File: config.mk
export PLATFORM = sky130hd
export DESIGN_NAME = cbb_bridge
export DESIGN_NICKNAME = d
export VERILOG_FILES = /design/src/core/cbb_pkg.sv /design/src/core/cbb_bridge.sv
export SDC_FILE = /design/constraint.sdc
export NUM_CORES = 2
export LEC_CHECK = 0
export BUFFER_PORTS_ARGS = -buffer_cell sky130_fd_sc_hd__clkbuf_2
export CAP_MARGIN = 20
export CORE_UTILIZATION = 60
export DETAILED_ROUTE_END_ITERATION = 12
export PLACE_DENSITY = 0.81
export SLEW_MARGIN = 20
export SYNTH_ARGS = -nofsm -noshare
export SYNTH_HDL_FRONTEND = slang
export SYNTH_SLANG_ARGS = --single-unit
File: constraint.sdc
create_clock -name clk -period 38.9 [get_ports clk]
set_input_delay 0 -clock clk [delete_from_list [all_inputs] [get_ports clk]]
set_output_delay 0 -clock clk [all_outputs]
set_load 0.005 [all_outputs]
File: src/core/cbb_pkg.sv
// Shared constants and types for the core bus bridge
package cbb_pkg;
    // =========================================
    // Sizes
    localparam int WB_DEPTH = 2;
    localparam int RSP_FIFO_DEPTH = 16;
    localparam int RSP_FIFO_WIDTH = 32;
    localparam logic [5:0] FETCH_SHORT_BYTES = 6'h08;
    localparam logic [5:0] FETCH_LONG_BYTES = 6'h10;
    localparam logic [5:0] PREFETCH_BYTES = 6'h10;
    localparam logic [5:0] QWORD_ENTRY_BYTES = 6'h10;
    localparam logic [2:0] MERGE_FIRST_OFS = 3'h0;
    localparam logic [2:0] MERGE_SECOND_OFS = 3'h4;
    localparam logic [3:0] DWORD_BE = 4'hF;
    localparam logic [2:0] DWORDS_SHORT = 3'h2;
    localparam logic [2:0] DWORDS_LONG = 3'h4;
    localparam logic [2:0] DWORDS_SINGLE = 3'h1;

    // =========================================
    // Request kinds from the core
    typedef enum logic [2:0] {
        K_READ = 3'h0,
        K_WRITE = 3'h1,
        K_FETCH = 3'h2,
        K_ATADD = 3'h3,
        K_ATMOD = 3'h4
    } cbb_kind_t;

    // Operation in flight on the shared system bus
    typedef enum logic [2:0] {
        OP_WRITE = 3'h0,
        OP_READ = 3'h1,
        OP_FETCH = 3'h2,
        OP_ATRD = 3'h3,
        OP_ATWR = 3'h4
    } cbb_op_t;

    // Bridge sequencer states
    typedef enum logic [3:0] {
        ST_IDLE = 4'b0001,
        ST_REQ = 4'b0010,
        ST_RELEASE = 4'b0100,
        ST_RESP = 4'b1000
    } cbb_state_t;

    // =========================================
    // Carriers
    typedef struct packed {
        cbb_kind_t kind;
        logic [31:0] addr;
        logic [31:0] data;
        logic [31:0] aux;
        logic [3:0] be;
        logic fetchLong;
    } cbb_core_req_t;

    typedef struct packed {
        logic [31:0] addr;
        logic [127:0] wdata;
        logic [15:0] be;
        logic [5:0] lenBytes;
        logic isWrite;
        logic lock;
    } cbb_ib_cmd_t;

    typedef struct packed {
        logic [255:0] rdata;
        logic retry;
        logic [5:0] bytesDone;
    } cbb_ib_rsp_t;
endpackage

File: src/core/cbb_bridge.sv
// Core bus bridge: write buffer, read buffer, prefetch and response FIFO
`timescale 1ns/1ps

// =========================================
// Response FIFO
module cbb_fifo #(
    parameter int WIDTH = 32,
    parameter int DEPTH = 16
) (
    // Clock and reset
    input wire logic clk,
    input wire logic rst,
    // Fill side
    input wire logic inValid,
    output logic inReady,
    input wire logic [WIDTH-1:0] inData,
    // Drain side
    output logic outValid,
    input wire logic outReady,
    output logic [WIDTH-1:0] outData
);
    localparam int AW = $clog2(DEPTH);
    localparam int CW = $clog2(DEPTH + 1);
    localparam logic [CW-1:0] FULL = CW'(DEPTH);
    logic [WIDTH-1:0] mem [DEPTH];
    logic [AW-1:0] wrPtr_reg;
    logic [AW-1:0] rdPtr_reg;
    logic [CW-1:0] count_reg;
    logic doWr;
    logic doRd;

    assign inReady = count_reg != FULL;
    assign outValid = count_reg != '0;
    assign outData = mem[rdPtr_reg];
    assign doWr = inValid && inReady;
    assign doRd = outValid && outReady;

    always_ff @(posedge clk) begin
        if (doWr) begin
            mem[wrPtr_reg] <= inData;
        end
    end

    always_ff @(posedge clk or posedge rst) begin
        if (rst) begin
            wrPtr_reg <= '0;
            rdPtr_reg <= '0;
            count_reg <= '0;
        end else begin
            if (doWr) begin
                wrPtr_reg <= wrPtr_reg + 1'b1;
            end
            if (doRd) begin
                rdPtr_reg <= rdPtr_reg + 1'b1;
            end
            if (doWr && !doRd) begin
                count_reg <= count_reg + 1'b1;
            end else if (doRd && !doWr) begin
                count_reg <= count_reg - 1'b1;
            end
        end
    end
endmodule

// What this block does
// - Core accesses are served in order; only fetches may pass queued writes.
// - Core addresses reach the system bus unchanged.
// - Bus side is decoupled; all data crossing is held in buffers.
// - Two write entries, each one address plus sixteen data bytes.
// - One sixteen-byte read buffer holds data until the response FIFO takes it.
// - Only core-enabled bytes move; no widening of narrow accesses.
// - No byte merging and no collapsing of repeated writes.
// - Two outstanding writes, four when merging pairs them.
// - Fetch goes before unstarted writes, never before a started one.
// - Fetch address is never checked against buffered write addresses.
// - With prefetch on, fetches grow by sixteen bytes kept as valid.
// - Short delivery of the extra bytes leaves prefetch buffer invalid.
// - Fetch matching the valid prefetch address is served without bus access.
// - Non-matching fetch goes to the bus even if bytes are buffered.
// - Prefetch and merging have separate independent enables.
// - Only a dword pair at offsets 0 and 4, or 8 and 12, of one quadword merges.
// - Merge happens as the second write enters the buffer.
// - Writes never wait for partners; merge only before first starts.
// - A fetch between two mergeable writes does not block merging.
// - Atomic add and modify run as locked read then locked write.
// - Core bus is 32 bits wide; byte reads still pass for boot record.
module cbb_bridge (
    // Clock and reset
    input wire logic clk,
    input wire logic rst,
    // Controls
    input wire logic prefetchEnable,
    input wire logic mergeEnable,
    // Core requests
    input wire logic coreReqValid,
    input wire cbb_pkg::cbb_core_req_t coreReq,
    output logic coreReqReady,
    // Core responses
    output logic coreRspValid,
    output logic [31:0] coreRspData,
    input wire logic coreRspReady,
    // Shared system bus
    output logic ibReq,
    output cbb_pkg::cbb_ib_cmd_t ibCmd,
    input wire logic ibAck,
    input wire cbb_pkg::cbb_ib_rsp_t ibRsp
);
    import cbb_pkg::*;

    // =========================================
    // Declarations
    cbb_core_req_t pend_reg;
    logic pendValid_reg;
    logic ready_reg;
    cbb_core_req_t opReq_reg;
    logic opPf_reg;
    cbb_op_t opTag_reg;
    cbb_state_t state_reg;
    logic ibReq_reg;
    cbb_ib_cmd_t ibCmd_reg;
    cbb_ib_rsp_t rspCap_reg;
    logic ackMeta_reg;
    logic ackS_reg;
    logic [31:0] wbAddr [WB_DEPTH];
    logic [127:0] wbData [WB_DEPTH];
    logic [15:0] wbBe [WB_DEPTH];
    logic [WB_DEPTH-1:0] wbStarted_reg;
    logic [WB_DEPTH-1:0] wbSingle_reg;
    logic wbHead_reg;
    logic [1:0] wbCount_reg;
    logic pfValid_reg;
    logic [31:0] pfAddr_reg;
    logic [127:0] pfData_reg;
    logic [127:0] rbData_reg;
    logic [2:0] rbCount_reg;
    logic rspValid_reg;
    logic [31:0] rspData_reg;
    logic tail;
    logic isFetch;
    logic isWrite;
    logic pfHit;
    logic headBlocks;
    logic mergeOk;
    logic wrPush;
    logic goHit;
    logic goFetch;
    logic goRead;
    logic goWrite;
    logic done;
    logic wbPop;
    logic fifoInReady;
    logic fifoOutValid;
    logic [31:0] fifoOutData;
    logic fifoOutReady;
    logic [5:0] baseLen;
    logic [5:0] entryOfs;
    logic [31:0] atomicOld;
    logic [31:0] atomicNew;

    assign coreReqReady = ready_reg;
    assign ibReq = ibReq_reg;
    assign ibCmd = ibCmd_reg;
    assign coreRspValid = rspValid_reg;
    assign coreRspData = rspData_reg;

    // =========================================
    // Decisions
    assign tail = wbHead_reg ^ (wbCount_reg == 2'h2);
    assign isFetch = pend_reg.kind == K_FETCH;
    assign isWrite = pend_reg.kind == K_WRITE;
    assign pfHit = prefetchEnable && pfValid_reg
        && (pfAddr_reg == pend_reg.addr);
    assign headBlocks = (wbCount_reg != 2'h0) && wbStarted_reg[wbHead_reg];
    assign mergeOk = mergeEnable && pendValid_reg && isWrite
        && (pend_reg.be == DWORD_BE)
        && (pend_reg.addr[2:0] == MERGE_SECOND_OFS)
        && (wbCount_reg != 2'h0) && !wbStarted_reg[tail]
        && wbSingle_reg[tail]
        && (wbAddr[tail][31:3] == pend_reg.addr[31:3])
        && (wbAddr[tail][2:0] == MERGE_FIRST_OFS);
    assign wrPush = pendValid_reg && isWrite && !mergeOk
        && (wbCount_reg != 2'h2);
    assign goHit = (state_reg == ST_IDLE) && pendValid_reg && isFetch && pfHit;
    assign goFetch = (state_reg == ST_IDLE) && pendValid_reg && isFetch
        && !pfHit && !headBlocks;
    assign goRead = (state_reg == ST_IDLE) && pendValid_reg && !isFetch
        && !isWrite && (wbCount_reg == 2'h0);
    assign goWrite = (state_reg == ST_IDLE) && (wbCount_reg != 2'h0)
        && !goHit && !goFetch && !goRead;
    assign done = (state_reg == ST_RELEASE) && !ackS_reg;
    assign wbPop = done && (opTag_reg == OP_WRITE) && !rspCap_reg.retry;
    assign baseLen = opReq_reg.fetchLong ? FETCH_LONG_BYTES
        : FETCH_SHORT_BYTES;
    assign entryOfs = {2'h0, pend_reg.addr[3:2], 2'h0};
    assign atomicOld = rspCap_reg.rdata[31:0];
    assign atomicNew = (opReq_reg.kind == K_ATADD)
        ? atomicOld + opReq_reg.data
        : (atomicOld & ~opReq_reg.aux) | (opReq_reg.data & opReq_reg.aux);

    // =========================================
    // Core request holding register
    always_ff @(posedge clk or posedge rst) begin
        if (rst) begin
            pendValid_reg <= 1'b0;
            ready_reg <= 1'b1;
            pend_reg <= '0;
        end else if (coreReqValid && ready_reg) begin
            pendValid_reg <= 1'b1;
            ready_reg <= 1'b0;
            pend_reg <= coreReq;
        end else if (mergeOk || wrPush || goHit || goFetch || goRead) begin
            pendValid_reg <= 1'b0;
            ready_reg <= 1'b1;
        end
    end

    // =========================================
    // Acknowledge synchroniser
    always_ff @(posedge clk or posedge rst) begin
        if (rst) begin
            ackMeta_reg <= 1'b0;
            ackS_reg <= 1'b0;
        end else begin
            ackMeta_reg <= ibAck;
            ackS_reg <= ackMeta_reg;
        end
    end

    // =========================================
    // Write buffer storage
    always_ff @(posedge clk) begin
        if (mergeOk) begin
            wbData[tail] <= wbData[tail]
                | (128'(pend_reg.data) << {entryOfs, 3'h0});
            wbBe[tail] <= wbBe[tail] | (16'(pend_reg.be) << entryOfs);
        end else if (wrPush) begin
            wbAddr[tail ^ (wbCount_reg != 2'h0)] <= pend_reg.addr;
            wbData[tail ^ (wbCount_reg != 2'h0)] <=
                128'(pend_reg.data) << {entryOfs, 3'h0};
            wbBe[tail ^ (wbCount_reg != 2'h0)] <=
                16'(pend_reg.be) << entryOfs;
        end
    end

    // Write buffer control
    always_ff @(posedge clk or posedge rst) begin
        if (rst) begin
            wbHead_reg <= 1'b0;
            wbCount_reg <= 2'h0;
            wbStarted_reg <= '0;
            wbSingle_reg <= '0;
        end else begin
            if (mergeOk) begin
                wbSingle_reg[tail] <= 1'b0;
            end else if (wrPush) begin
                wbSingle_reg[tail ^ (wbCount_reg != 2'h0)] <=
                    pend_reg.be == DWORD_BE;
                wbStarted_reg[tail ^ (wbCount_reg != 2'h0)] <= 1'b0;
            end
            if (goWrite) begin
                wbStarted_reg[wbHead_reg] <= 1'b1;
            end
            if (wbPop) begin
                wbHead_reg <= ~wbHead_reg;
                wbStarted_reg[wbHead_reg] <= 1'b0;
            end
            if (wrPush && !wbPop) begin
                wbCount_reg <= wbCount_reg + 2'h1;
            end else if (wbPop && !wrPush) begin
                wbCount_reg <= wbCount_reg - 2'h1;
            end
        end
    end

    // =========================================
    // Bus handshake sequencer
    always_ff @(posedge clk or posedge rst) begin
        if (rst) begin
            state_reg <= ST_IDLE;
            opTag_reg <= OP_WRITE;
            opReq_reg <= '0;
            opPf_reg <= 1'b0;
            ibReq_reg <= 1'b0;
            ibCmd_reg <= '0;
            rspCap_reg <= '0;
        end else begin
            unique case (state_reg)
                ST_IDLE: begin
                    if (goFetch || goRead) begin
                        opReq_reg <= pend_reg;
                        opPf_reg <= prefetchEnable;
                        opTag_reg <= goFetch ? OP_FETCH
                            : (pend_reg.kind == K_READ ? OP_READ : OP_ATRD);
                        ibReq_reg <= 1'b1;
                        ibCmd_reg.addr <= pend_reg.addr;
                        ibCmd_reg.wdata <= '0;
                        ibCmd_reg.be <= 16'(pend_reg.be);
                        ibCmd_reg.lenBytes <= !goFetch ? 6'h04
                            : (pend_reg.fetchLong ? FETCH_LONG_BYTES
                            : FETCH_SHORT_BYTES)
                            + (prefetchEnable ? PREFETCH_BYTES : 6'h00);
                        ibCmd_reg.isWrite <= 1'b0;
                        ibCmd_reg.lock <= !goFetch
                            && (pend_reg.kind != K_READ);
                        state_reg <= ST_REQ;
                    end else if (goWrite) begin
                        opTag_reg <= OP_WRITE;
                        ibReq_reg <= 1'b1;
                        ibCmd_reg.addr <= wbAddr[wbHead_reg];
                        ibCmd_reg.wdata <= wbData[wbHead_reg];
                        ibCmd_reg.be <= wbBe[wbHead_reg];
                        ibCmd_reg.lenBytes <= QWORD_ENTRY_BYTES;
                        ibCmd_reg.isWrite <= 1'b1;
                        ibCmd_reg.lock <= 1'b0;
                        state_reg <= ST_REQ;
                    end else if (goHit) begin
                        state_reg <= ST_RESP;
                    end
                end
                ST_REQ: begin
                    if (ackS_reg) begin
                        rspCap_reg <= ibRsp;
                        ibReq_reg <= 1'b0;
                        state_reg <= ST_RELEASE;
                    end
                end
                ST_RELEASE: begin
                    if (!ackS_reg) begin
                        if (rspCap_reg.retry && opTag_reg != OP_WRITE) begin
                            ibReq_reg <= 1'b1;
                            state_reg <= ST_REQ;
                        end else if (opTag_reg == OP_WRITE) begin
                            state_reg <= ST_IDLE;
                        end else if (opTag_reg == OP_ATRD) begin
                            opTag_reg <= OP_ATWR;
                            ibReq_reg <= 1'b1;
                            ibCmd_reg.wdata <= 128'(atomicNew)
                                << {opReq_reg.addr[3:2], 5'h00};
                            ibCmd_reg.be <= 16'(DWORD_BE)
                                << {opReq_reg.addr[3:2], 2'h0};
                            ibCmd_reg.isWrite <= 1'b1;
                            state_reg <= ST_REQ;
                        end else begin
                            ibCmd_reg.lock <= 1'b0;
                            state_reg <= ST_RESP;
                        end
                    end
                end
                ST_RESP: begin
                    if (fifoInReady && rbCount_reg == 3'h1) begin
                        state_reg <= ST_IDLE;
                    end
                end
            endcase
        end
    end

    // =========================================
    // Read buffer
    always_ff @(posedge clk or posedge rst) begin
        if (rst) begin
            rbData_reg <= '0;
            rbCount_reg <= 3'h0;
        end else if (goHit) begin
            rbData_reg <= pfData_reg;
            rbCount_reg <= pend_reg.fetchLong ? DWORDS_LONG : DWORDS_SHORT;
        end else if (done && opTag_reg == OP_FETCH && !rspCap_reg.retry) begin
            rbData_reg <= rspCap_reg.rdata[127:0];
            rbCount_reg <= opReq_reg.fetchLong ? DWORDS_LONG : DWORDS_SHORT;
        end else if (done && opTag_reg == OP_READ && !rspCap_reg.retry) begin
            rbData_reg <= rspCap_reg.rdata[127:0];
            rbCount_reg <= DWORDS_SINGLE;
        end else if (done && opTag_reg == OP_ATRD && !rspCap_reg.retry) begin
            rbData_reg <= 128'(atomicOld);
            rbCount_reg <= DWORDS_SINGLE;
        end else if (state_reg == ST_RESP && fifoInReady) begin
            rbData_reg <= rbData_reg >> 32;
            rbCount_reg <= rbCount_reg - 3'h1;
        end
    end

    // =========================================
    // Prefetch buffer
    always_ff @(posedge clk or posedge rst) begin
        if (rst) begin
            pfValid_reg <= 1'b0;
            pfAddr_reg <= '0;
            pfData_reg <= '0;
        end else if (done && opTag_reg == OP_FETCH && !rspCap_reg.retry
            && opPf_reg) begin
            if (rspCap_reg.bytesDone < ibCmd_reg.lenBytes) begin
                pfValid_reg <= 1'b0;
            end else begin
                pfValid_reg <= 1'b1;
                pfAddr_reg <= opReq_reg.addr + 32'(baseLen);
                pfData_reg <= opReq_reg.fetchLong ? rspCap_reg.rdata[255:128]
                    : rspCap_reg.rdata[191:64];
            end
        end
    end

    // =========================================
    // Response path
    cbb_fifo #(
        .WIDTH(RSP_FIFO_WIDTH),
        .DEPTH(RSP_FIFO_DEPTH)
    ) rspFifo (
        .clk(clk),
        .rst(rst),
        .inValid(state_reg == ST_RESP),
        .inReady(fifoInReady),
        .inData(rbData_reg[31:0]),
        .outValid(fifoOutValid),
        .outReady(fifoOutReady),
        .outData(fifoOutData)
    );

    assign fifoOutReady = !rspValid_reg || coreRspReady;

    always_ff @(posedge clk or posedge rst) begin
        if (rst) begin
            rspValid_reg <= 1'b0;
            rspData_reg <= '0;
        end else if (fifoOutReady) begin
            rspValid_reg <= fifoOutValid;
            rspData_reg <= fifoOutData;
        end
    end
endmodule

Word-level counts from Yosys, hierarchy flattened

Memory sizes are Yosys's and may differ from the RTL's. A register that Yosys moved wholly into a read port is not among the register bits.
Index checks and enable logic that the tools add are counted.

Shift-type cells: 4
$add $sub $neg: 10
Reduce and logical (&&, ||, !) cells: 98
Bitwise logic cells: 17
Magnitude comparators: 7
Muxes and demuxes: 98
Eq/ne operators: 29

Operators with widths:

| kind              | number |
|---|---|
| $mux 128          | 7 |
| $mux 144          | 4 |
| $mux 184          | 2 |
| $pmux 144 s2      | 1 |
| $shl 32x7->128    | 2 |
| $or 128x128->128  | 1 |
| $reduce_or 128->1 | 1 |
| $and 32x32->32    | 2 |
| $logic_and 1x1->1 | 50 |
| $mux 3            | 13 |
| $mux 4            | 9 |
| $mux 1            | 33 |
| $add 32x32->32    | 1 |
| $add 32x5->32     | 1 |
| $eq 32x32->1      | 1 |
| $mux 32           | 1 |
| $not 32->32       | 1 |
| $or 32x32->32     | 1 |
| $eq 29x29->1      | 1 |
| $mux 2            | 13 |
| $mux 5            | 5 |
| $reduce_and 6->1  | 3 |
| $logic_not 1->1   | 16 |
| $mux 16           | 1 |
| other kinds (49)  | 93 |

Register bits after elaboration: 977
Memories kept: 4
Bits in writable memories: 864
Output and inout port bits: 219

Memory list:

| name        | depth | width | rd ports | clocked after Yosys merged registers in | write ports | RTL line          | RTL |
|---|---|---|---|---|---|---|---|
| rspFifo.mem | 16    | 32    | 1        | 1                                       | 1           | cbb_bridge.sv:25  | `logic [WIDTH-1:0] mem [DEPTH];` |
| wbData      | 2     | 128   | 2        | 0                                       | 1           | cbb_bridge.sv:125 | `logic [127:0] wbData [WB_DEPTH];` |
| wbAddr      | 2     | 32    | 2        | 0                                       | 1           | cbb_bridge.sv:124 | `logic [31:0] wbAddr [WB_DEPTH];` |
| wbBe        | 2     | 16    | 2        | 0                                       | 1           | cbb_bridge.sv:126 | `logic [15:0] wbBe [WB_DEPTH];` |

Depth between registers and ports, before layout

Depth in word-level cells: 18
Gate-level depth with buffers: 15
Depth with buffers taken out: 12

Modules after synthesis

Synthesis repeated with hierarchy kept, for this count alone.

Cell total of the unflattened synthesis: 6174
Area, all modules: 80845.0 um2

By module, submodules not included:

| module     | area an instance (um2) | instances | cells an instance |
|---|---|---|---|
| cbb_bridge | 60465.5                | 1         | 5168 |
| cbb_fifo   | 20379.5                | 1         | 1006 |

Least setup slack after synthesis

OpenSTA, ideal clock, no wires.

Path kind: reg-to-reg
Start: register wbCount_reg[1]
End: memory wbBe[0][0] (enable)
Clock period less this slack: 10831 ps
Slack: 28069 ps
Cell stages (with the launch flop): 13
Setup time: 733 ps
Data arrival time: 10098 ps
Path through: dfrtp_1 > and2b_4 > xnor2_4 > buf_6 > buf_2 > mux2i_1 > xnor2_1 > nor4_1 > and4_1 > a21oi_2 > buf_6 > nand2_2 > a31oi_1

Longest elaborated chain between the ends: 17
Elaborated cells between the ends (all ways): 29
Those cells by class: eq/ne (3); mux (11); bitwise (2); reduce/logical (12); memory (1)

RTL lines:

| what                                                  | RTL line          | RTL |
|---|---|---|
| start, declared                                       | cbb_bridge.sv:130 | `logic [1:0] wbCount_reg;` |
| start signal, assigned                                | cbb_bridge.sv:268 | `wbCount_reg <= wbCount_reg + 2'h1;` |
| start signal, assigned                                | cbb_bridge.sv:270 | `wbCount_reg <= wbCount_reg - 2'h1;` |
| branches (longest 17 deep; another with $mem_v2 2x32) | -                 |  |
| end, declared                                         | cbb_bridge.sv:126 |  |

Parallel ways; which one is timed is not known. The select of a mux whose other input is x is not followed.

Final worst setup path

Start: register wbHead_reg
End: memory wbData[0][3] (enable)

Longest elaborated chain between the ends: 16
Elaborated cells between the ends (all ways): 25
Those cells by class: eq/ne (1); mux (11); bitwise (2); reduce/logical (10); memory (1)

RTL lines:

| what                                                  | RTL line          | RTL |
|---|---|---|
| start, declared                                       | cbb_bridge.sv:129 | `logic wbHead_reg;` |
| start signal, assigned                                | cbb_bridge.sv:264 | `wbHead_reg <= ~wbHead_reg;` |
| $xor 1x1->1 (*)                                       | cbb_bridge.sv:168 | `assign tail = wbHead_reg ^ (wbCount_reg == 2'h2);` |
| branches (longest 15 deep; another with $mem_v2 2x32) | -                 |  |
| end, declared                                         | cbb_bridge.sv:125 |  |

Mark *: on every way between the ends. The select of a mux whose other input is x is not followed.

==> impl_summary.log <==
INFO  metric run_status = finished, final reports clean
INFO  metric cell_by_cell_listing_of_the_critical_path = xnor2_4 -> buf_4 -> mux2i_1 -> xnor2_1 -> nor4_1 -> and4_1 -> a21oi_4 -> buf_4 -> nand2_2 -> a31oi_4 -> buf_4 -> buf_4
INFO  metric peakVddDrop = 0.0561 mV
INFO  metric post-route-min-period = slightly below 7000 ps
INFO  metric drt_wl_total = 259000 um
INFO  metric worstPathRequired = 39350 ps
INFO  metric setup_repair_after_global_routing_missed_its_margin = false
INFO  metric tritoncts = done
INFO  metric drt-initial-drc-count = a little over 8000
INFO  metric timing.max_cap.violations = 0
INFO  metric placementRows = approximately 130
INFO  metric detailedRoute.firstPassIterationCount = 7
INFO  metric synth_flop_cell = sky130_fd_sc_hd__dfrtp_1
INFO  metric timing.fmax = around 0.14 GHz
INFO  metric cts.sinks = 1869
INFO  metric crit_path_start_kind = register
INFO  metric cts.reportedPaths.clkPinSlew = 60 ps
INFO  metric slew_viol_final = 0
INFO  metric met3_wl_post_dr = roughly 28000 um
INFO  metric r2r.worst_path.cells = 12
INFO  metric post_cts_hold_buffer_count = 709
INFO  metric post_route_drc = 0
INFO  metric fp.dieArea = approximately 140000 um^2
INFO  metric synth.ff_latch_count = between 1500 and 2000
INFO  metric multiInputGateArea = approximately 28000 um^2
INFO  metric largest_register_ff_count = 512
INFO  metric avgRoutedWirePerCell = ~28 um
INFO  metric dp.final_hpwl = roughly 140000 um
INFO  metric initial_antenna_violation_count = 31
INFO  metric io_buffers = ~590
INFO  metric layout.core_utilization = 0.736
INFO  metric critPathSlowestCell = sky130_fd_sc_hd__buf_4
INFO  metric worst_skew_pair_later_pin_latency = 850 ps
INFO  metric min_delay_path_depth = 3
INFO  metric routed_vias = 60300
INFO  metric seq_area = 51100 um^2
INFO  metric post_cts_buffers = 0
INFO  metric top_layer = met5
INFO  metric maximum_number_of_pins_on_one_net_before_global_route_repair = about 200
INFO  metric critical_path_class = register to register
INFO  metric cp-end-kind = register
INFO  metric tightest_slew = 1210 ps
INFO  metric grt_pass1_wl = 383000 um
INFO  metric core_area = about 130000 um^2
INFO  metric wirelength_met1 = ~93000 um
INFO  metric syn-instance-count = 6268
INFO  metric via_count_of_the_first_global_routing_pass = between 60000 and 70000
INFO  metric slew_headroom = 0.194
INFO  metric syn_to_final_growth = 21.8%
INFO  metric maximum_count_of_clock_buffers_along_a_single_path = 3
INFO  metric worst_skew = approximately 36 ps
INFO  metric grt_overflow = 0
INFO  metric hold_class = input port to register
INFO  metric io_pins = 593
INFO  metric die-height = about 370 um
INFO  metric gp_congestion = 0.886
INFO  metric placed_inst_area = 84900 um^2
INFO  metric leakage = 40.1 nW
INFO  metric finish.instance_area = between 90000 and 100000 um^2
INFO  metric critical-path-top-cell-by-count = sky130_fd_sc_hd__buf_4
INFO  metric report.final.setup_viol = 0
INFO  metric total_clock_buffers_created_by_cts = approximately 180
INFO  metric timing.final.hold_violations = 0
INFO  metric layout-drive-gt1-share = 0.197
INFO  metric synth.yosys.seq_area_share = 0.634
INFO  metric synth.cell_area = ~81000 um^2
INFO  metric worst_ep_arrival_time = 7360 ps
INFO  metric floorplan.die.width = between 300 and 400 um
INFO  metric avgSynthCellArea = approximately 13 um^2
INFO  metric numnets_final = around 8000
INFO  metric cts_resized = 0
INFO  metric critical-path-max-stage-delay = approximately 940 ps
INFO  metric period_share = 0.178
INFO  metric n_fill_cell = about 7900
INFO  metric initial_core_util = 0.604
INFO  metric grt.total_usage = 0.379
INFO  metric synth_async_sr_flop_share = 0.538
INFO  metric ys.warnings.count = 0
INFO  metric detail_route.vias_per_cell = about 6.5
INFO  metric cts_root_buf = sky130_fd_sc_hd__clkbuf_16
INFO  metric synth_cell_types = approximately 80
INFO  metric detail-route-antenna-nets = 0
INFO  metric synth_enable_flop_cells = roughly 860
INFO  metric cts_htree_levels = 4
INFO  metric final.setup.tns = 0 ps
INFO  metric detailroute.wirelength.met2 = between 100000 and 150000 um
INFO  metric power_density = between 80 and 90 nW/um^2
INFO  metric worstPathMaxFanout = 90
==> report_power, final <==
part	total [mW]	internal (mW)	leakage, nW	switching [mW]
clock	1.81	1.01	2.98	0.797
combinational	2.73	1.13	17.0	1.61
sequential	3.49	2.81	20.1	0.680
==> worst max-delay path: cells and delay by family, from the launching register on <==
family,cells,cell delay (ps)
compound gates,2,770
xor+xnor,2,630
mux,1,240
flops,1,930
simple gates,3,580
buf+inv,4,3170
==> stage by stage <==
step	instances	setup slack, ps	hold WS (ps)	total power [mW]
floorplan	6269	10630	31.4	5.01
global placement	8288	32290	114	5.86
detailed placement	8288	32280	112	5.98
CTS	9341	32240	1.82	7.84
global route	9346	31840	25.2	8.32
finish	9351	31990	41.9	8.03
==> cells by family (layout without fill, tap and decap cells) <==
group                    after synthesis  count (layout)  share of synthesized area
flip-flops                          1869            1869                      0.634
multiplexers                        1076            1076                      0.153
XOR/XNOR                             132             132                     0.0146
buffers and inverters                423            1729                     0.0221
other                                  1              10                  0.0000465
AND/OR/NAND/NOR                     1537            1537                     0.0796
AO/OA/AOI/OAI                       1178            1178                     0.0886
adder cells (fa/ha/maj)               52              52                    0.00835
==> placed cells by master (no fill, tap or decap), drive strengths merged, types with 67 or more instances in the layout <==
cell type,n
a21oi,300
buf,67
clkbuf,852
dfrtp,1003
dlygate4sd3,709
edfxtp,864
mux2,396
mux2i,595
mux4,85
nand2,862
nand3,90
nor2,404
o21a,81
o21ai,501
o221ai,119
xor2,68
==> synthesized netlist by cell type (all sizes together) (6+ instances only) <==
cell	count	area share
a211oi	10	0.0011
a21o	14	0.0013
a21oi	300	0.019
a221o	31	0.0038
a221oi	19	0.0021
a22oi	47	0.0044
and2	16	0.0012
and3	27	0.0021
and4	7	0.00076
buf	117	0.0078
clkbuf	285	0.013
dfrtp	1003	0.31
edfxtp	864	0.32
ha	49	0.0076
inv	20	0.00093
mux2	396	0.055
mux2i	595	0.074
mux4	85	0.024
nand2	862	0.040
nand3	90	0.0056
nand4	14	0.0011
nor2	404	0.019
nor2b	18	0.0014
nor3	37	0.0024
nor4	21	0.0018
nor4b	6	0.00084
o211ai	9	0.00084
o21a	81	0.0075
o21ai	501	0.031
o21bai	6	0.00056
o221ai	119	0.013
o22ai	8	0.00062
o31ai	8	0.00074
or3	8	0.00062
or4	7	0.00070
xnor2	64	0.0072
xor2	68	0.0074
==> metal layers <==
layer,up-vias,GRT usage
li1,25200,-
met1,29800,0.483
met2,4226,0.590
met3,1071,0.0966
met4,38,0.220
met5,-,0
==> final timing paths <==
check | from | endpoint | slack [ps]
max reg2reg | wbHead_reg | wbData[0][3] | 31990
max | wbHead_reg | wbData[0][3] | 31990
max in group asynchronous | rst | rspCap_reg[233] | 34460
min reg2reg | ackMeta_reg | ackS_reg | 350
min in group asynchronous | rst | ibCmd[29] | 400
min | coreReq[8] | pend_reg[8] | 40
==> area by class of cell <==
cell class | instances | share of cell area
clock inverters | 80 | 0.00779
well taps | 1768 | 0.0225
flip-flops and latches | 1869 | 0.521
multi-input cells | 3977 | 0.285
repair buffers | 1364 | 0.109
inverters | 21 | 0.000879
diodes | 8 | 0.000204
clock buffers | 264 | 0.0540
No activity file was read; power rests on OpenSTA's default activity.
